**src/rtl/phy_evt_pkg.sv**
```systemverilog
package phy_evt_pkg;

    // management register addresses
    localparam logic [4:0] ADDR_IRQ_CTRL = 5'h11;
    localparam logic [4:0] ADDR_EVT = 5'h12;
    localparam logic [4:0] ADDR_PAGE = 5'h13;
    localparam logic [4:0] ADDR_FC = 5'h14;
    localparam logic [4:0] ADDR_RXERR = 5'h15;

    // page pointer values
    localparam logic [1:0] PAGE_EXT0 = 2'h0;
    localparam logic [1:0] PAGE_DIAG = 2'h2;

    // interrupt control field positions
    localparam int CTRL_PIN_BIT = 0;
    localparam int CTRL_MASTER_BIT = 1;
    localparam int CTRL_TEST_BIT = 2;

    // event register layout: pending high byte, allow low byte
    localparam int PEND_LSB = 8;
    localparam int ALLOW_LSB = 0;

    // reset values
    localparam logic [2:0] IRQ_CTRL_RST = 3'h0;
    localparam logic [7:0] PEND_RST = 8'h00;
    localparam logic [7:0] ALLOW_RST = 8'h00;
    localparam logic [1:0] PAGE_RST = 2'h0;
    localparam logic [7:0] TALLY_RST = 8'h00;
    localparam logic [7:0] TALLY_MAX = 8'hff;

    // management frame
    localparam logic [5:0] PREAMBLE_ONES = 6'h20;
    localparam logic [5:0] HDR_LAST = 6'h0b;
    localparam logic [5:0] DATA_LAST = 6'h0f;
    localparam logic [1:0] OP_READ = 2'h2;
    localparam logic [1:0] OP_WRITE = 2'h1;
    // value arbitrary
    localparam logic [4:0] PHY_ADDR_DEFAULT = 5'h01;

    typedef struct packed {
        logic linkQuality;
        logic energyDetect;
        logic linkChange;
        logic speedChange;
        logic duplexChange;
        logic autonegDone;
    } phy_events_t;

    typedef enum logic [2:0] {
        MS_PRE = 3'b000,
        MS_START = 3'b001,
        MS_HDR = 3'b010,
        MS_TA = 3'b011,
        MS_DATA = 3'b100
    } mgmt_state_t;

endpackage

```
**src/rtl/sat_tally.sv**
```systemverilog
`timescale 1ns/1ps
module sat_tally
    import phy_evt_pkg::*;
(
    // clock and reset
    input wire logic core_clk,
    input wire logic rstn,
    // control
    input wire logic incr,
    input wire logic clear,
    // state
    output logic [7:0] count,
    output logic halfPulse
);

    logic [7:0] count_reg;
    logic [7:0] count_next;
    logic half_reg;
    wire atMax = (count_reg == TALLY_MAX);

    // an event in the clearing cycle is kept as the first count
    assign count_next = clear ? {7'h00, incr} :
        (incr && !atMax) ? count_reg + 8'h01 : count_reg;

    always_ff @(posedge core_clk or negedge rstn) begin
        if (!rstn) begin
            count_reg <= TALLY_RST;
            half_reg <= 1'b0;
        end else begin
            count_reg <= count_next;
            half_reg <= count_next[7] & ~count_reg[7];
        end
    end

    assign count = count_reg;
    assign halfPulse = half_reg;
endmodule // sat_tally

```
**src/rtl/phy_event_irq.sv**
```systemverilog
// Behaviour
// - status bit holds until event register read
// - event irq needs event allow plus master controls
// - status recorded regardless of any allow
// - pending bits 15..8, reset 0, clear on read
// - allow bits 7..0 gate events, reset 0
// - page field picks set at 14h..1Fh
// - reserved upper bits ignore writes, read 0
// - false carrier tally 8 bits, clear on read
// - false carrier tally sticks at FFh
// - rx error tally counts errored valid carriers
// - rx error tally once per carrier
// - no rx error count with collision
// - rx error tally sticks at maximum
// - tallies at 14h/15h on page 0
// - test bit forces irq while set
// - master bit gates all event irqs
// - pin bit: irq output or powerdown input
`timescale 1ns/1ps
module phy_event_irq
    import phy_evt_pkg::*;
#(
    parameter logic [4:0] PHY_ADDR = PHY_ADDR_DEFAULT
)(
    // clock and reset
    input wire logic core_clk,
    input wire logic rstn,
    // management pins
    input wire logic mdc,
    input wire logic mdioIn,
    output logic mdioOut,
    output logic mdioOe,
    // events from other units
    input wire phy_events_t events,
    input wire logic falseCarrier,
    // receive carrier status
    input wire logic carrierValid,
    input wire logic invalidSymbol,
    input wire logic collision,
    // shared powerdown or irq pin, irq active low
    input wire logic powerdownOrIrqPinIn,
    output logic powerdownOrIrqPinOut,
    output logic powerdownOrIrqPinOe,
    output logic powerDownReq
);

    // pin sampling: three stages, level taken once 2 and 3 agree
    logic [2:0] mdcSync_reg;
    logic [2:0] mdioSync_reg;
    logic [2:0] pinSync_reg;
    logic mdcLvl_reg;
    logic mdioLvl_reg;
    logic pinLvl_reg;

    wire mdcAgree = mdcSync_reg[1] == mdcSync_reg[2];
    wire mdioAgree = mdioSync_reg[1] == mdioSync_reg[2];
    wire pinAgree = pinSync_reg[1] == pinSync_reg[2];
    wire mdcRise = mdcAgree & mdcSync_reg[2] & ~mdcLvl_reg;
    wire mdioBit = mdioAgree ? mdioSync_reg[2] : mdioLvl_reg;

    always_ff @(posedge core_clk or negedge rstn) begin
        if (!rstn) begin
            mdcSync_reg <= 3'h0;
            mdioSync_reg <= 3'h7;
            pinSync_reg <= 3'h7;
            mdcLvl_reg <= 1'b0;
            mdioLvl_reg <= 1'b1;
            pinLvl_reg <= 1'b1;
        end else begin
            mdcSync_reg <= {mdcSync_reg[1:0], mdc};
            mdioSync_reg <= {mdioSync_reg[1:0], mdioIn};
            pinSync_reg <= {pinSync_reg[1:0], powerdownOrIrqPinIn};
            mdcLvl_reg <= mdcAgree ? mdcSync_reg[2] : mdcLvl_reg;
            mdioLvl_reg <= mdioAgree ? mdioSync_reg[2] : mdioLvl_reg;
            pinLvl_reg <= pinAgree ? pinSync_reg[2] : pinLvl_reg;
        end
    end

    // register state
    logic [2:0] intCtrl_reg;
    logic [2:0] intCtrl_next;
    logic [7:0] pending_reg;
    logic [7:0] pending_next;
    logic [7:0] allow_reg;
    logic [7:0] allow_next;
    logic [1:0] page_reg;
    logic [1:0] page_next;
    logic [7:0] fcCount;
    logic [7:0] rxCount;
    logic fcHalf;
    logic rxHalf;

    // management frame state
    mgmt_state_t state_reg;
    mgmt_state_t state_next;
    logic [5:0] cnt_reg;
    logic [5:0] cnt_next;
    logic [11:0] hdr_reg;
    logic [11:0] hdr_next;
    logic [15:0] wr_reg;
    logic [15:0] wr_next;
    logic [15:0] rd_reg;
    logic [15:0] rd_next;
    logic reading_reg;
    logic reading_next;
    logic mdioOut_reg;
    logic mdioOut_next;
    logic mdioOe_reg;
    logic mdioOe_next;

    // frame decode
    wire [11:0] hdrFull = {hdr_reg[10:0], mdioBit};
    wire hdrDone = mdcRise && state_reg == MS_HDR && cnt_reg == HDR_LAST;
    wire dataDone = mdcRise && state_reg == MS_DATA && cnt_reg == DATA_LAST;
    wire [11:0] decHdr = hdrDone ? hdrFull : hdr_reg;
    wire [1:0] decOp = decHdr[11:10];
    wire [4:0] decAddr = decHdr[4:0];
    wire phyMatch = decHdr[9:5] == PHY_ADDR;
    wire page0 = page_reg == PAGE_EXT0;
    wire selCtrl = decAddr == ADDR_IRQ_CTRL;
    wire selEvt = decAddr == ADDR_EVT;
    wire selPage = decAddr == ADDR_PAGE;
    // other pages belong to units outside this block
    wire selFc = page0 && decAddr == ADDR_FC;
    wire selRx = page0 && decAddr == ADDR_RXERR;
    wire ownHit = phyMatch && (selCtrl || selEvt || selPage || selFc || selRx);
    wire readHit = hdrDone && decOp == OP_READ && ownHit;
    wire writeHit = dataDone && decOp == OP_WRITE && ownHit;
    wire [15:0] wrWord = {wr_reg[14:0], mdioBit};

    wire [15:0] rdWord =
        selCtrl ? {13'h0000, intCtrl_reg} :
        selEvt ? {pending_reg, allow_reg} :
        selPage ? {14'h0000, page_reg} :
        selFc ? {8'h00, fcCount} :
        selRx ? {8'h00, rxCount} : 16'h0000;

    // management frame sequencer, advanced on each mdc rise
    always_comb begin
        state_next = state_reg;
        cnt_next = cnt_reg;
        hdr_next = hdr_reg;
        wr_next = wr_reg;
        rd_next = rd_reg;
        reading_next = reading_reg;
        mdioOut_next = mdioOut_reg;
        mdioOe_next = mdioOe_reg;
        if (mdcRise) begin
            case (state_reg)
                MS_PRE: begin
                    if (mdioBit) begin
                        if (cnt_reg != PREAMBLE_ONES) begin
                            cnt_next = cnt_reg + 6'h01;
                        end
                    end else begin
                        cnt_next = 6'h00;
                        if (cnt_reg == PREAMBLE_ONES) begin
                            state_next = MS_START;
                        end
                    end
                end
                MS_START: begin
                    cnt_next = 6'h00;
                    state_next = mdioBit ? MS_HDR : MS_PRE;
                end
                MS_HDR: begin
                    hdr_next = hdrFull;
                    cnt_next = cnt_reg + 6'h01;
                    if (cnt_reg == HDR_LAST) begin
                        state_next = MS_TA;
                        cnt_next = 6'h00;
                        reading_next = readHit;
                        rd_next = rdWord;
                    end
                end
                MS_TA: begin
                    if (cnt_reg == 6'h00) begin
                        mdioOe_next = reading_reg;
                        mdioOut_next = 1'b0;
                        cnt_next = 6'h01;
                    end else begin
                        mdioOut_next = rd_reg[15];
                        rd_next = {rd_reg[14:0], 1'b0};
                        state_next = MS_DATA;
                        cnt_next = 6'h00;
                    end
                end
                MS_DATA: begin
                    wr_next = wrWord;
                    mdioOut_next = rd_reg[15];
                    rd_next = {rd_reg[14:0], 1'b0};
                    cnt_next = cnt_reg + 6'h01;
                    if (cnt_reg == DATA_LAST) begin
                        mdioOe_next = 1'b0;
                        reading_next = 1'b0;
                        state_next = MS_PRE;
                        cnt_next = 6'h00;
                    end
                end
                default: begin
                    state_next = MS_PRE;
                    cnt_next = 6'h00;
                    mdioOe_next = 1'b0;
                    reading_next = 1'b0;
                end
            endcase
        end
    end

    always_ff @(posedge core_clk or negedge rstn) begin
        if (!rstn) begin
            state_reg <= MS_PRE;
            cnt_reg <= 6'h00;
            hdr_reg <= 12'h000;
            wr_reg <= 16'h0000;
            rd_reg <= 16'h0000;
            reading_reg <= 1'b0;
            mdioOut_reg <= 1'b1;
            mdioOe_reg <= 1'b0;
        end else begin
            state_reg <= state_next;
            cnt_reg <= cnt_next;
            hdr_reg <= hdr_next;
            wr_reg <= wr_next;
            rd_reg <= rd_next;
            reading_reg <= reading_next;
            mdioOut_reg <= mdioOut_next;
            mdioOe_reg <= mdioOe_next;
        end
    end

    // receive error carrier tracking; counted when carrier ends
    logic carrierPrev_reg;
    logic symSeen_reg;
    logic collSeen_reg;
    wire carrierEnd = carrierPrev_reg & ~carrierValid;
    // one count per carrier, none with collision
    wire rxErrInc = carrierEnd & symSeen_reg & ~collSeen_reg;

    always_ff @(posedge core_clk or negedge rstn) begin
        if (!rstn) begin
            carrierPrev_reg <= 1'b0;
            symSeen_reg <= 1'b0;
            collSeen_reg <= 1'b0;
        end else begin
            carrierPrev_reg <= carrierValid;
            symSeen_reg <= carrierValid & (symSeen_reg | invalidSymbol);
            collSeen_reg <= carrierValid & (collSeen_reg | collision);
        end
    end

    wire fcRead = readHit & selFc;
    wire rxRead = readHit & selRx;

    sat_tally fcTally (
        .core_clk(core_clk),
        .rstn(rstn),
        .incr(falseCarrier),
        .clear(fcRead),
        .count(fcCount),
        .halfPulse(fcHalf)
    );
    sat_tally rxTally (
        .core_clk(core_clk),
        .rstn(rstn),
        .incr(rxErrInc),
        .clear(rxRead),
        .count(rxCount),
        .halfPulse(rxHalf)
    );

    // event status: set wins over the read clear so nothing is lost
    wire [7:0] evtVec = {events, fcHalf, rxHalf};
    wire statusRead = readHit & selEvt;
    assign pending_next = (statusRead ? PEND_RST : pending_reg)
        | evtVec;

    // only documented bits are stored; the rest never exist
    assign intCtrl_next = (writeHit && selCtrl) ? wrWord[2:0]
        : intCtrl_reg;
    assign allow_next = (writeHit && selEvt) ? wrWord[ALLOW_LSB +: 8]
        : allow_reg;
    assign page_next = (writeHit && selPage) ? wrWord[1:0]
        : page_reg;

    wire eventIrq = intCtrl_reg[CTRL_MASTER_BIT]
        & |(pending_reg & allow_reg);
    wire irqActive = intCtrl_reg[CTRL_TEST_BIT] | eventIrq;
    wire pinIsIrq = intCtrl_reg[CTRL_PIN_BIT];

    logic irqPinOut_reg;
    logic irqPinOe_reg;
    logic powerDown_reg;
    always_ff @(posedge core_clk or negedge rstn) begin
        if (!rstn) begin
            intCtrl_reg <= IRQ_CTRL_RST;
            pending_reg <= PEND_RST;
            allow_reg <= ALLOW_RST;
            page_reg <= PAGE_RST;
            irqPinOut_reg <= 1'b1;
            irqPinOe_reg <= 1'b0;
            powerDown_reg <= 1'b0;
        end else begin
            intCtrl_reg <= intCtrl_next;
            pending_reg <= pending_next;
            allow_reg <= allow_next;
            page_reg <= page_next;
            irqPinOut_reg <= ~irqActive;
            irqPinOe_reg <= pinIsIrq;
            powerDown_reg <= ~pinIsIrq & ~pinLvl_reg;
        end
    end

    assign mdioOut = mdioOut_reg;
    assign mdioOe = mdioOe_reg;
    assign powerdownOrIrqPinOut = irqPinOut_reg;
    assign powerdownOrIrqPinOe = irqPinOe_reg;
    assign powerDownReq = powerDown_reg;
endmodule // phy_event_irq

```
**config.mk**
```make
export PLATFORM = sky130hd
export DESIGN_NAME = phy_event_irq
export DESIGN_NICKNAME = d
export VERILOG_FILES = /design/src/rtl/phy_evt_pkg.sv /design/src/rtl/sat_tally.sv /design/src/rtl/phy_event_irq.sv
export SDC_FILE = /design/constraint.sdc
export NUM_CORES = 1
export LEC_CHECK = 0
export BUFFER_PORTS_ARGS = -buffer_cell sky130_fd_sc_hd__clkbuf_2
export CAP_MARGIN = 25
export CORE_UTILIZATION = 50
export CTS_CLUSTER_SIZE = 25
export DETAILED_ROUTE_END_ITERATION = 8
export GPL_ROUTABILITY_DRIVEN = 0
export HOLD_SLACK_MARGIN = 0.05
export PLACE_DENSITY = 0.72
export SLEW_MARGIN = 20
export SYNTH_ARGS = -nofsm -noshare
export SYNTH_HDL_FRONTEND = slang
export SYNTH_SLANG_ARGS = --single-unit
```
**constraint.sdc**
```tcl
create_clock -name core_clk -period 3.35 [get_ports core_clk]
set_clock_uncertainty 0.15 [all_clocks]
set_input_delay 0.5025 -clock core_clk [delete_from_list [all_inputs] [get_ports core_clk]]
set_output_delay 0.5025 -clock core_clk [all_outputs]
set_load 0.005 [all_outputs]
```
# Yosys cells after proc, flatten, opt, wreduce, memory -nomap -nowiden
# Index checks and enable logic that the tools add are counted.
classes:
  n_mux: 35
  n_mul: 0
  n_eq_ne: 28
  bitwise_logic: 29
  div: 0
  n_reduce_logical: 40
  n_shift: 0
  n_lt_le_gt_ge: 0
  n_addsub: 3
ops:
  columns: ["op", "n"]
  rows:
  - ["2-to-1 mux 16 bit", 4]
  - ["2-to-1 mux 8 bit", 8]
  - ["one-hot mux 16 bit (3 select lines)", 1]
  - ["== test 5 bit (second input constant)", 5]
  - ["2-to-1 mux 6 bit", 4]
  - ["one-hot mux 6 bit (4 select lines)", 1]
  - ["adder 8 x 1 -> 8 bit (second input constant)", 2]
  - ["== test 8 bit (second input constant)", 2]
  - ["logical AND 1 bit", 16]
  - ["2-to-1 mux 3 bit", 5]
  - ["one-hot mux 3 bit (5 select lines)", 1]
  - ["bitwise AND 1 bit", 14]
  - ["== test 6 x 4 -> 1 bit (second input constant)", 2]
  - ["2-to-1 mux 12 bit", 1]
  - ["AND reduction 4 bit", 3]
  - ["inverter 1 bit", 10]
  - ["bitwise AND 8 bit", 1]
  - ["inequality test 2 bit (second input constant)", 4]
  - ["OR 8 bit", 1]
  - ["AND reduction 2 bit", 4]
  - ["OR reduction 8 bit", 1]
  - ["adder 6 x 1 -> 6 bit (second input constant)", 1]
  - ["== test 3 x 2 -> 1 bit (second input constant)", 2]
  - ["== test 6 bit (second input constant)", 1]
  - ["other kinds (23)", 41]
totals:
  memories: 0
  latchBits: 0
  elab_cells: 165
  reg_bits: 104
  mem_bits_ro: 0
  output_inout_bits: 5
  mem_bits_rw: 0

# Depth between registers and ports, before layout
# Gate-level depths: netlist of the first run.
depth:
  depth_word: 16
  mapped_depth: 10
  depth_no_buf: 8

# Modules after synthesis
# A second synthesis of the first run with hierarchy kept.
hier_totals:
  hier_cells: 510
  area_unflattened_um2: 5351.4
modules_own_cells:
  columns: ["module", "cells_per_inst", "area_each_um2", "instances", "seq_area_each_um2"]
  rows:
  - ["phy_event_irq", 418, 4375.4, 1, 2164.6]
  - ["sat_tally", 46, 488.0, 2, 225.2]

# Worst setup path before layout of the first run
# Ideal clock, no wire load.
synth_path:
  path_kind: "register to register"
  from: "reg state_reg[0]"
  to: "reg allow_reg[0]"
  slack_ns: 0.954
  t_required_ns: 3.075
  t_arrival_ns: 2.121
  path_stages_with_launch: 9
  path_cell_list: "dfrtp_1 buf_4 nor4bb_4 and4_1 buf_4 mux2i_1 and3_1 buf_6 mux2_4"
synth_between:
  elab_chain_len: 12
  word_cells_on_any_way: 24
  cone_classes: "eq/ne: 9; mux: 1; reduce/logical: 14"
synth_rtl:
  columns: ["item", "line", "source"]
  rows:
  - ["start: declaration", "phy_event_irq.sv:94", "mgmt_state_t state_reg;"]
  - ["start signal: assignment", "phy_event_irq.sv:221", "state_reg <= state_next;"]
  - ["== test 3 x 2 -> 1 bit", "phy_event_irq.sv:113", "wire hdrDone = mdcRise && state_reg == MS_HDR && cnt_reg == HDR_LAST;"]
  - ["logical AND 1 bit (2 in series)", "phy_event_irq.sv:113", null]
  - ["2-to-1 mux 12 bit", "phy_event_irq.sv:115", "wire [11:0] decHdr = hdrDone ? hdrFull : hdr_reg;"]
  - ["== test 5 bit (on tied branches)", "phy_event_irq.sv:120, phy_event_irq.sv:121", null]
  - ["logical OR 1 bit (4 in series)", "phy_event_irq.sv:126", "wire ownHit = phyMatch && (selCtrl || selEvt || selPage || selFc || selRx);"]
  - ["logical AND 1 bit", "phy_event_irq.sv:126", null]
  - ["logical AND 1 bit", "phy_event_irq.sv:128", "wire writeHit = dataDone && decOp == OP_WRITE && ownHit;"]
  - ["logical AND 1 bit *", "phy_event_irq.sv:281", "assign allow_next = (writeHit && selEvt) ? wrWord[ALLOW_LSB +: 8]"]
  - ["end signal: assignment", "phy_event_irq.sv:306", "allow_reg <= allow_next;"]
  - ["end: declaration", "phy_event_irq.sv:84", "logic [7:0] allow_reg;"]
# Mark *: on every way between the ends. The rest lies on a longest branch, timed or not.
# A chain may end at the register's enable or synchronous reset.

# Worst setup path in the final report of the first run
layout_path:
  from: "reg state_reg[2]"
  to: "reg allow_reg[7]"
# The elaborated chain is that of the path after synthesis.

==> results of run 1 <==
cells in the mapped netlist (6+ instances only):
| library cell | instances |
|---|---|
| sky130_fd_sc_hd__xor2_1 | 9 |
| sky130_fd_sc_hd__dfstp_2 | 10 |
| sky130_fd_sc_hd__dfrtp_1 | 94 |
| sky130_fd_sc_hd__mux2_2 | 25 |
| sky130_fd_sc_hd__a21o_1 | 11 |
| sky130_fd_sc_hd__nand3_1 | 16 |
| sky130_fd_sc_hd__clkbuf_1 | 10 |
| sky130_fd_sc_hd__mux2i_1 | 13 |
| sky130_fd_sc_hd__inv_1 | 9 |
| sky130_fd_sc_hd__a21oi_1 | 24 |
| sky130_fd_sc_hd__and3_1 | 11 |
| sky130_fd_sc_hd__nand2b_1 | 6 |
| sky130_fd_sc_hd__nor2_1 | 33 |
| sky130_fd_sc_hd__nand2_1 | 46 |
| sky130_fd_sc_hd__o21ai_0 | 20 |
| sky130_fd_sc_hd__nand4_1 | 7 |
| sky130_fd_sc_hd__mux2_4 | 8 |
| sky130_fd_sc_hd__or3_1 | 6 |
| sky130_fd_sc_hd__o21ai_1 | 11 |
| sky130_fd_sc_hd__nor3_1 | 7 |
worst max path at each step:
stage	start	end	slack [ns]	cells past startpoint
6_report	state_reg[2]	allow_reg[7]	0.41	5
5_1_grt	state_reg[2]	allow_reg[4]	0.18	5
4_1_cts	state_reg[2]	allow_reg[7]	0.47	5
3_5_place_dp	state_reg[2]	allow_reg[7]	0.49	5
3_3_place_gp	state_reg[2]	allow_reg[5]	0.63	5
2_1_floorplan	state_reg[0]	allow_reg[0]	0.95	8
what timing repair did:
| action | CTS | global route |
|---|---|---|
| hold buffers | 2 | 0 |
| endpoints found under the setup margin | 0 | 0 |
| endpoints found under the hold margin | 2 | 0 |
| buffers inserted | 0 | 0 |
per-stage QoR:
stage,power (W),instances
after global placement,0.00171,599
final,0.00248,617
after detailed placement,0.00173,599
after CTS,0.00251,617
after global routing,0.00262,617
after floorplan,0.00163,462
final cells by class:
| type | count | area [um2] | area share |
|---|---|---|---|
| inverter | 10 | 40.0 | 0.00728 |
| sequential | 104 | 2620 | 0.476 |
| timing repair buffer | 26 | 159 | 0.0289 |
| multi-input combinational | 328 | 2320 | 0.422 |
| clock buffer | 11 | 141 | 0.0257 |
| tap | 133 | 166 | 0.0303 |
| clock inverter | 5 | 56.3 | 0.0102 |
routing by layer:
metal,global-route usage,up-vias,part of all wire
met3,0.0475,15,0.031
met1,0.273,1721,0.47
li1,-,1696,-
met5,0,-,0
met2,0.337,52,0.48
met4,0.0758,0,0.019
power groups by stage:
stage	clock, W	combinational [W]	sequential, W
finish	0.000772	0.000255	0.00145
global route	0.000851	0.000296	0.00147
CTS	0.000799	0.000259	0.00145
detailed placement	0	0.000257	0.00147
global placement	0	0.000243	0.00147
floorplan	0	0.000184	0.00144
cells by family (layout without fill, tap and decap cells):
family | after synthesis | after routing | synth area share
simple gates | 167 | 167 | 0.192
flops | 104 | 104 | 0.514
compound gates | 95 | 95 | 0.121
mux | 47 | 47 | 0.107
buf+inv | 30 | 52 | 0.0295
xor+xnor | 13 | 13 | 0.0224
fa+ha+maj | 6 | 6 | 0.0143
worst register-to-register path: cells and delay by family, from the launching register on:
family,cells,cell delay (ns)
AND/OR/NAND/NOR,4,1.73
flip-flops,1,0.61
multiplexers,1,0.35
cell usage in the layout (no fill, tap or decap), types with 5 or more instances in the layout:
master,synthesis,routed
sky130_fd_sc_hd__dfstp_2,10,10
sky130_fd_sc_hd__a21o_1,11,11
sky130_fd_sc_hd__mux2_4,8,8
sky130_fd_sc_hd__or3_1,6,6
sky130_fd_sc_hd__inv_1,9,9
sky130_fd_sc_hd__mux2i_1,13,13
sky130_fd_sc_hd__dfrtp_1,94,94
sky130_fd_sc_hd__clkbuf_2,0,18
sky130_fd_sc_hd__ha_1,5,5
sky130_fd_sc_hd__and3_1,11,11
sky130_fd_sc_hd__mux2_2,25,25
sky130_fd_sc_hd__nor2_1,33,33
sky130_fd_sc_hd__clkbuf_8,0,10
sky130_fd_sc_hd__o21ai_0,20,20
sky130_fd_sc_hd__buf_4,4,5
sky130_fd_sc_hd__o21ai_1,11,11
sky130_fd_sc_hd__xor2_1,9,9
sky130_fd_sc_hd__nand2_1,46,46
sky130_fd_sc_hd__nand2b_1,6,6
sky130_fd_sc_hd__a21oi_1,24,24
sky130_fd_sc_hd__nand4_1,7,7
sky130_fd_sc_hd__nor3_1,7,7
sky130_fd_sc_hd__nand3_1,16,16
sky130_fd_sc_hd__o211a_1,5,5
==> results by stage, run 1 <==
Synth:
- For this run, asynchronously set or reset flops after synthesis account for 1.00.
- Sorting the synthesized cells by area gives the leading types as sky130_fd_sc_hd__dfrtp_1 (46%), sky130_fd_sc_hd__mux2_2 (5.5%), sky130_fd_sc_hd__dfstp_2 (5.2%).
- Counting distinct cell types in the post-synthesis netlist gives 68.
- The synthesized design contains 0 enable-type register cells.
- Synthesis inferred 104 register bits.
- The post-synthesis average cell area is 11.0 um2.
- The most frequently used flop master after synthesis is sky130_fd_sc_hd__dfrtp_1.
- The Yosys warning count is 0.
- After technology mapping, the gate count stands at 462.
- Summing every instance area after synthesis gives 0.00508 mm2.
- The register area share after synthesis is 0.514.
- The fraction of synthesized cell area taken by the top area cell type is 0.463.
- When the netlist entered floorplanning its net count stood at 482.
- The top cell type by total area after synthesis is sky130_fd_sc_hd__dfrtp_1.

Cells and area:
- The count of filler cells inserted in the layout is 850.
- The register with the most flip-flops in the layout has 16 of them.
- The finished layout cell area is 0.00550 mm2.
- The number of nets at the end of the flow is 499.
- The fraction of final layout cells with drive strength greater than 1 is 0.215.
- The post-layout utilization of the core is 0.560.
- Compared with the post-synthesis result, the final layout area differs by 8.12%.
- The antenna cell count is 0.

Power and ir drop:
- The fraction of power consumed by combinational cells is 0.103.
- Of the total power, the share spent switching nets is 0.267.
- Across the VDD grid, the largest voltage drop is 235 uV.
- In this run the power density over the cells is 451 mW/mm2.
- The proportion of power drawn by flip-flops and latches is 0.586.
- Summed over all nets, the switching power comes to 0.000663 W.
- The internal power is 0.00182 W.
- The analysis attributes to cell leakage a power of 2.47 nW.
- The share of power burned in the clock network is 0.311.

Detailed routing:
- The via density per instance is 5.65.
- For this run, design rule violations remaining after detail routing come to 0.
- Before antenna repair, the detailed router went through 4 iterations.
- The detailed-route wire length per cell is 15.8 um.
- Once detail routing completed, the nets flagged for antenna violations numbered 0.
- The post-detailed-routing wire length is 9.76 mm.
- The first-iteration detailed-routing DRC count is 204.
- For this block, the via count after detailed routing is 3484.

Setup path:
- The critical path contains buffers and inverters numbering 0 combined.
- The critical path in this run is classified as register to register.
- Traced cell by cell, the critical path runs through nor3b_2, nand2b_1, nor4_2, and3_1, mux2_4.
- In this run the critical register-to-register path is launched from state_reg[2].
- The worst setup path is launched from a register.
- Setup slack on the worst reg-to-reg path comes out at 0.41 ns.
- In this design, the largest share of critical-path delay is due to simple AND/OR/NAND/NOR gates.
- Of all nets on the critical path, the largest fanout is 14.
- The kind of end point of the critical path is a register.
- The terminus of the critical flop-to-flop path is allow_reg[7].
- The number of cell instances on the worst register-to-register path is 5.
- The cell with the biggest individual delay on the critical path is sky130_fd_sc_hd__dfrtp_1.
- The delay of the slowest critical-path stage is 0.61 ns.
- The required arrival time at the worst endpoint is 3.46 ns.
- At the worst endpoint, the arrival time is 3.05 ns.

Die:
- The number of placement rows is 36.
- The starting density of the core is 0.518.
- The I/O pin count is 20.
- The core area is 0.00982 mm2.
- The floorplan die height is 103 um.
- The full die area is 0.0106 mm2.
- The die is 103 um wide.

Placed design:
- The number of buffers inserted by port buffering is 19.
- Once detailed placement completed, the half-perimeter wirelength came to 6.99 mm.
- The post-place setup slack is 0.488 ns.
- Summing all placed instances gives a cell area of 0.00528 mm2.

Min path:
- The path class of the tightest hold or removal check is input pin to async pin.

GRT:
- The first-pass GRT wire length is 16.6 mm.
- The initial antenna violation count is 0.
- The total grt overflow is 0.
- The number of global-route vias before repair is 3374.
- The combined global-route utilization of all metal layers is 0.208.
- The largest net degree at the start of global routing is 83.

Clocking:
- The maximum buffer depth of the clock tree is 2.
- The post-CTS resize count is 0.
- The number of buffers created by CTS is 9.
- The cell sitting at the root of the clock tree is a sky130_fd_sc_hd__clkbuf_8.
- The clock network latency to the later pin of the worst-skew pair is 0.36 ns.
- The clock transition at the register clock pins on the worst setup and hold paths after CTS is 0.09 ns.
- The TritonCTS clock tree is done.
- The H-tree depth reported by CTS is 3.
- The number of clock sinks is 104.

STA:
- Hold is met by 0.0104 ns.
- Measured against its own limit, the worst slew margin works out to 0.386.
- The final max-slew violation count is 0.
- For this run, the top clock speed supported by timing is 340 MHz.
- The part of the cycle the worst path needs is 0.879.
- Summed over all failing endpoints, the final setup total negative slack is 0 ns.
- After layout, the minimum clock period comes to 2.94 ns.
- The number of setup violations in the final report is 0.
- Setup slack closes at 0.407 ns.
- The final count of hold timing violations was 0.
- The actual slew at the worst max-slew pin is 0.918 ns.
- Setup repair after global routing left no endpoint under its margin.

Outcome:
- The flow ran to the end, and the final reports show no timing, DRC or antenna violations.

Flow run:
- The count of maximum capacitance violations is 0.
Note: power is estimated with default switching activity, not from simulation.
==> run 2: changes to the inputs <==
- BUFFER_PORTS_ARGS: -buffer_cell sky130_fd_sc_hd__clkbuf_2 -> -buffer_cell sky130_fd_sc_hd__buf_2
- CTS_BUF_LIST: not set -> sky130_fd_sc_hd__clkbuf_4
==> run 2 against run 1 <==
  * Die area unchanged
  * Sequential power about the same
  * Wire length decreased by 1.4%
  * Fmax increased by 2.1%
  * Non-clock buffer count increased by 9
  * Utilization increased by 0.36 points
  * Combinational power increased by 3%
==> results by stage, run 2 (same netlist as run 1, synthesis figures left out) <==
Die:
- The core area is 0.00982 mm2 (unchanged).
- The full die area was 0.0106 mm2 (unchanged).
- The die width is 103 um (unchanged).
- The I/O pin count came to 20 (unchanged).
- The starting density of the core is 0.518 (unchanged).
- The number of placement rows is 36 (unchanged).
- The floorplan die height was 103 um (unchanged).

STA:
- The shortest period the worst path allows is 2.88 ns (-0.0618 ns).
- Setup repair after global routing left no endpoint under its margin.
- The setup TNS is 0 ns (unchanged).
- The part of the cycle the worst path needs is 0.860 (-0.0184).
- The final count of hold timing violations came to 0 (unchanged).
- The relative max-transition margin came to 0.402 (+0.0161).
- The final max-slew violation count is 0 (unchanged).
- The number of setup violations in the final report is 0 (unchanged).
- The actual slew at the worst max-slew pin was 0.894 ns (-0.0240 ns).
- The worst hold margin is 0.103 ns (+0.0928 ns).
- The highest clock frequency the design can meet is 347 MHz (+2.1%).

Clocking:
- The cell at the root of the clock tree is sky130_fd_sc_hd__clkbuf_4.
- The count of buffers added by post-CTS timing repair for setup is 0 (unchanged).
- The post-CTS resize count is 0 (unchanged).
- The cts-stage hold buffer count was 9 (+7).
- The number of buffers created by CTS was 9 (unchanged).
- TritonCTS built the clock tree.
- The clock transition at the register clock pins on the worst setup and hold paths after CTS was 0.16 ns (+0.07 ns).
- The number of clock sinks is 104 (unchanged).
- The maximum buffer depth of the clock tree is 2 (unchanged).
- The H-tree depth reported by CTS is 3 (unchanged).
- The clock network latency to the later pin of the worst-skew pair is 0.46 ns (+0.10 ns).

Placed design:
- The detailed placer's ending HPWL is 6.96 mm (-0.44%).
- The cell area after placement is 0.00528 mm2 (unchanged).
- The number of buffers inserted by port buffering was 19 (unchanged).

Cells and area:
- The library cells used most frequently in the layout, excluding fill and tap cells, are sky130_fd_sc_hd__dfrtp_1 (94), sky130_fd_sc_hd__nand2_1 (46), sky130_fd_sc_hd__nor2_1 (33).
- The synthesis-to-layout area growth is 8.81%.
- The antenna cell count is 0 (unchanged).
- The fraction of final layout cells with drive strength greater than 1 is 0.213 (-0.00189).
- The finished layout cell area was 0.00553 mm2 (+0.64%).
- The number of flip-flops under the largest register name came to 16 (unchanged).
- Leaving out fill and tap cells, the most frequent cell in the layout is sky130_fd_sc_hd__dfrtp_1.
- The number of nets at the end of the flow is 508 (+1.8%).

Detailed routing:
- The detailed-route wire length per cell is 15.4 um (-2.9%).
- The post-detailed-route count of antenna-violating nets is 0 (unchanged).
- The via count was 3485 (+0.029%).
- The remaining routing DRC violations was 0 (unchanged).
- The number of iterations in the first detailed-routing pass was 4 (unchanged).
- The post-detailed-routing wire length is 9.62 mm (-1.4%).
- The via density per instance is 5.57 (-1.4%).
- The first-iteration detailed-routing DRC count is 204 (unchanged).

Setup path:
- The cell with the biggest individual delay on the critical path is sky130_fd_sc_hd__dfrtp_1.
- The arrival time at the worst endpoint is 3.09 ns (+0.04 ns).
- The critical path's top delay family is simple AND/OR/NAND/NOR gates.
- By startpoint and endpoint, the worst setup path is classified as register to register.
- The launching element type of the critical path is a register.
- The largest fanout of any net on the critical path came to 14 (unchanged).
- The required arrival time at the worst endpoint is 3.55 ns (+0.09 ns).
- The delay of the slowest critical-path stage was 0.63 ns (+0.02 ns).
- The buffering stage count on the worst path with inverters included is 0 (unchanged).
- The signal on the critical path passes through nor3b_2, nand2b_1, nor4_2, and3_1, mux2_4.
- The kind of end point of the critical path is a register.

GRT:
- The combined global-route utilization of all metal layers came to 0.206 (-0.00163).
- The initial antenna violation count is 0 (unchanged).
- The largest net degree at the start of global routing is 88 (+6.0%).
- The total grt overflow was 0 (unchanged).
- The first-pass GRT wire length is 16.5 mm (-0.96%).
- The number of global-route vias before repair was 3365 (-0.27%).

Power and ir drop:
- The share of power burned in the clock network is 0.271 (-0.040).
- The fraction of power consumed by combinational cells is 0.111 (+0.008).
- The switching power summed over all nets came to 0.000655 W (-1.2%).
- The leakage component of the power is 2.48 nW (+0.39%).
- The largest voltage drop on the vdd net is 311 uV (+32%).
- The total power came to 0.00235 W (-5.1%).
- The proportion of power drawn by flip-flops and latches is 0.617 (+0.031).
- The switching portion of total power is 0.278 (+0.0111).
- The internal power came to 0.00170 W (-6.6%).
- The power per standard cell area is 425 mW/mm2 (-5.7%).

Outcome:
- The flow ran to the end, and the final reports show no timing, DRC or antenna violations.

Min path:
- The tightest min-delay check is of the input pin to register type.

Flow run:
- The count of maximum capacitance violations is 0 (unchanged).
==> run 2: routing by layer <==
layer | vias to the layer above | track usage | wire length, um
met5 | - | 0 | 0
met4 | 0 | 0.0737 | 167
met3 | 15 | 0.0488 | 331
met2 | 58 | 0.333 | 4620
met1 | 1699 | 0.273 | 4500
li1 | 1713 | - | -
==> run 2: final timing paths <==
kind	startpoint	end	slack [ns]	cells after the start
min reg2reg	mdioSync_reg[0]	mdioSync_reg[1]	0.20	0
max	state_reg[2]	allow_reg[3]	0.47	5
min	invalidSymbol	symSeen_reg	0.10	2
max reg2reg	state_reg[2]	allow_reg[3]	0.47	5
max in group asynchronous	rstn	rd_reg[11]	1.87	3
min in group asynchronous	rstn	cnt_reg[4]	0.51	2
==> run 2: area by class of cell <==
class | instances | area (um2)
clock buffer | 10 | 75.1
timing repair buffer | 35 | 249
multi-input combinational | 328 | 2320
sequential | 104 | 2620
tap | 133 | 166
clock inverter | 6 | 67.6
inverter | 10 | 40.0
fill | 870 | 4290
==> run 2: through the flow <==
step	setup slack [ns]	util	std cells
2_1_floorplan	0.954	-	462
3_3_place_gp	0.634	0.537	599
3_5_place_dp	0.507	0.537	599
4_1_cts	0.479	0.561	624
5_1_grt	0.244	0.563	626
6_report	0.469	0.563	626
==> run 2: power by group through the flow <==
stage,registers (W),logic (W),clock network (W)
after floorplan,0.00144,0.000184,0
after global placement,0.00147,0.000243,0
after detailed placement,0.00147,0.000256,0
after CTS,0.00145,0.000265,0.000667
after global routing,0.00147,0.000305,0.000714
final,0.00145,0.000262,0.000639
==> run 2: worst reg2reg max path, stage by stage (launching register included) <==
cell and delay [ns]:
sky130_fd_sc_hd__dfrtp_1 0.63, sky130_fd_sc_hd__nor3b_2 0.39, sky130_fd_sc_hd__nand2b_1 0.32, sky130_fd_sc_hd__nor4_2 0.39
sky130_fd_sc_hd__and3_1 0.56, sky130_fd_sc_hd__mux2_4 0.34
==> run 3: changes to the inputs <==
- GPL_ROUTABILITY_DRIVEN: 0 -> not set
- clock period: 3.35 -> 3.1 ns (I/O delays scaled with it)
==> run 3 against run 2 <==
  * Fmax grew 2.3%
  * Critical path type unchanged
  * Power rose by 7.4%
  * Worst hold slack improved by 0.11 ns
  * Combinational power up 13%
  * Register-to-register slack got worse by 0.19 ns
==> results by stage, run 3 (same netlist as run 1, synthesis figures left out) <==
Detailed routing:
- The via density per instance is 5.66 (+1.7%).
- The post-detailed-routing wire length is 10.1 mm (+4.6%).
- The detailed-route wire length per cell is 15.9 um (+3.6%).
- The via count is 3577 (+2.6%).
- The post-detailed-route count of antenna-violating nets came to 0 (unchanged).
- The number of iterations in the first detailed-routing pass is 4 (unchanged).
- The remaining routing DRC violations is 0 (unchanged).
- The first-iteration detailed-routing DRC count is 182 (-11%).

Power and ir drop:
- The switching power summed over all nets came to 0.000760 W (+16%).
- The switching portion of total power is 0.301 (+0.0222).
- The power per standard cell area is 453 mW/mm2 (+6.5%).
- The leakage component of the power is 2.51 nW (+1.1%).
- The fraction of power consumed by combinational cells is 0.118 (+0.007).
- The internal power is 0.00177 W (+4.1%).
- The total power was 0.00253 W (+7.4%).
- The share of power burned in the clock network is 0.261 (-0.010).
- The largest voltage drop on the vdd net was 293 uV (-5.7%).
- The proportion of power drawn by flip-flops and latches was 0.621 (+0.004).

Setup path:
- The worst-case register-to-register setup slack is 0.28 ns (-0.19 ns).
- The buffering stage count on the worst path with inverters included is 0 (unchanged).
- The largest fanout of any net on the critical path is 16 (+2).
- The required arrival time at the worst endpoint is 3.33 ns (-0.22 ns).
- The delay of the slowest critical-path stage is 0.54 ns (-0.09 ns).
- The critical path's top delay family is simple AND/OR/NAND/NOR gates.
- The arrival time at the worst endpoint is 3.04 ns (-0.05 ns).
- The kind of end point of the critical path is a register.
- STA classifies the critical path startpoint as a register.
- The kind of critical path is register to register.
- The signal on the critical path passes through ha_1, nor3b_2, nand4_4, mux2i_1, and3_1, mux2_4.
- On the critical path, the stage with the largest delay is an instance of sky130_fd_sc_hd__and3_1.

Flow run:
- The count of maximum capacitance violations is 0 (unchanged).

GRT:
- The most crowded layer after global routing is met2.
- The number of global-route vias before repair is 3411 (+1.4%).
- The met1 global-route usage is 0.270 (-0.00221).
- The largest net degree at the start of global routing is 105 (+19%).
- The global-route met2 utilization was 0.338 (+0.00564).
- The total grt overflow came to 0 (unchanged).
- The first-pass GRT wire length came to 16.7 mm (+1.3%).
- The initial antenna violation count is 0 (unchanged).
- The met3 usage is 0.0610 (+0.0122).
- The combined global-route utilization of all metal layers is 0.209 (+0.00260).

STA:
- The number of setup violations in the final report is 0 (unchanged).
- The part of the cycle the worst path needs is 0.909 (+0.0486).
- The final count of hold timing violations was 0 (unchanged).
- The final max-slew violation count is 0 (unchanged).
- Setup repair after global routing left no endpoint under its margin.
- The actual slew at the worst max-slew pin came to 0.961 ns (+0.0672 ns).
- The setup TNS came to 0 ns (unchanged).
- The shortest period the worst path allows was 2.82 ns (-0.0644 ns).
- The highest clock frequency the design can meet is 355 MHz (+2.3%).
- The relative max-transition margin is 0.357 (-0.0450).

Die:
- The die width is 103 um (unchanged).
- The floorplan die height is 103 um (unchanged).
- The I/O pin count was 20 (unchanged).
- The starting density of the core was 0.518 (unchanged).
- The number of placement rows is 36 (unchanged).
- The full die area was 0.0106 mm2 (unchanged).
- The core area was 0.00982 mm2 (unchanged).

Clocking:
- TritonCTS built the clock tree.
- The H-tree depth reported by CTS is 3 (unchanged).
- The count of buffers added by post-CTS timing repair for setup is 0 (unchanged).
- The cts-stage hold buffer count was 14 (+5).
- The number of clock sinks is 104 (unchanged).
- The maximum buffer depth of the clock tree was 2 (unchanged).
- The number of buffers created by CTS is 9 (unchanged).
- The cell at the root of the clock tree is sky130_fd_sc_hd__clkbuf_4.
- The clock transition at the register clock pins on the worst setup and hold paths after CTS came to 0.17 ns (about the same).
- The clock network latency to the later pin of the worst-skew pair is 0.48 ns (+0.02 ns).
- The post-CTS resize count is 0 (unchanged).

Cells and area:
- The number of nets at the end of the flow is 514 (+1.2%).
- The fraction of final layout cells with drive strength greater than 1 was 0.216 (+0.00345).
- The number of flip-flops under the largest register name is 16 (unchanged).
- The count of filler cells inserted in the layout came to 884 (+1.6%).
- Leaving out fill and tap cells, the most frequent cells in the layout are sky130_fd_sc_hd__dfrtp_1 (94), sky130_fd_sc_hd__nand2_1 (46), sky130_fd_sc_hd__nor2_1 (33).
- The synthesis-to-layout area growth is 9.77%.
- The antenna cell count is 0 (unchanged).
- The most frequent standard cell in the layout excluding fill and tap cells is sky130_fd_sc_hd__dfrtp_1.

Min path:
- The path class of the tightest hold or removal check is register to register.

Outcome:
- The run finished with clean final reports.

Placed design:
- The number of buffers inserted by port buffering is 19 (unchanged).
- The congestion estimate from routability-driven global placement came to 0.901.
- The detailed placer's ending HPWL was 7.05 mm (+1.3%).
[run 3: worst register-to-register path, stage by stage, from the launching register on]
cell,delay [ns]
sky130_fd_sc_hd__dfrtp_1,0.44
sky130_fd_sc_hd__ha_1,0.24
sky130_fd_sc_hd__nor3b_2,0.34
sky130_fd_sc_hd__nand4_4,0.33
sky130_fd_sc_hd__mux2i_1,0.33
sky130_fd_sc_hd__and3_1,0.54
sky130_fd_sc_hd__mux2_4,0.34
[run 3: final timing paths]
path / end / depth (start not counted) / from
max reg2reg: allow_reg[7] / 6 / cnt_reg[0]
min in group asynchronous: mdcSync_reg[0] / 3 / rstn
max in group asynchronous: pinLvl_reg / 3 / rstn
min reg2reg: mdioSync_reg[1] / 0 / mdioSync_reg[0]
max: allow_reg[7] / 6 / cnt_reg[0]
min: mdioSync_reg[1] / 0 / mdioSync_reg[0]
[run 3: through the flow]
stage	worst slack, ns	utilization	instance area, um2	instances	hold slack (ns)
2_1_floorplan	0.704	-	5080	462	0.0194
3_3_place_gp	0.439	0.541	5310	602	0.183
3_5_place_dp	0.344	0.541	5310	602	0.197
4_1_cts	0.314	0.568	5580	632	0.218
5_1_grt	0.112	0.568	5580	632	0.223
6_report	0.283	0.568	5580	632	0.218
[run 3: routing by layer]
layer / up-vias / part of all wire
li1: 1727 / -
met1: 1764 / 0.47
met2: 70 / 0.48
met3: 16 / 0.036
met4: 0 / 0.017
met5: - / 0
[run 3: final cells by class]
type | instances | area (um2) | share of cell area
multi-input combinational | 328 | 2320 | 0.416
tap | 133 | 166 | 0.0298
clock inverter | 7 | 62.6 | 0.0112
clock buffer | 9 | 67.6 | 0.0121
timing repair buffer | 41 | 310 | 0.0556
inverter | 10 | 40.0 | 0.00717
sequential | 104 | 2620 | 0.469
[run 3: power groups by stage]
stage,clock [W],combinational [W],sequential [W]
after floorplan,0,0.000198,0.00156
after global routing,0.000735,0.000346,0.00158
after global placement,0,0.000272,0.00159
final,0.000661,0.000297,0.00157
after CTS,0.000683,0.000301,0.00157
after detailed placement,0,0.000287,0.00159
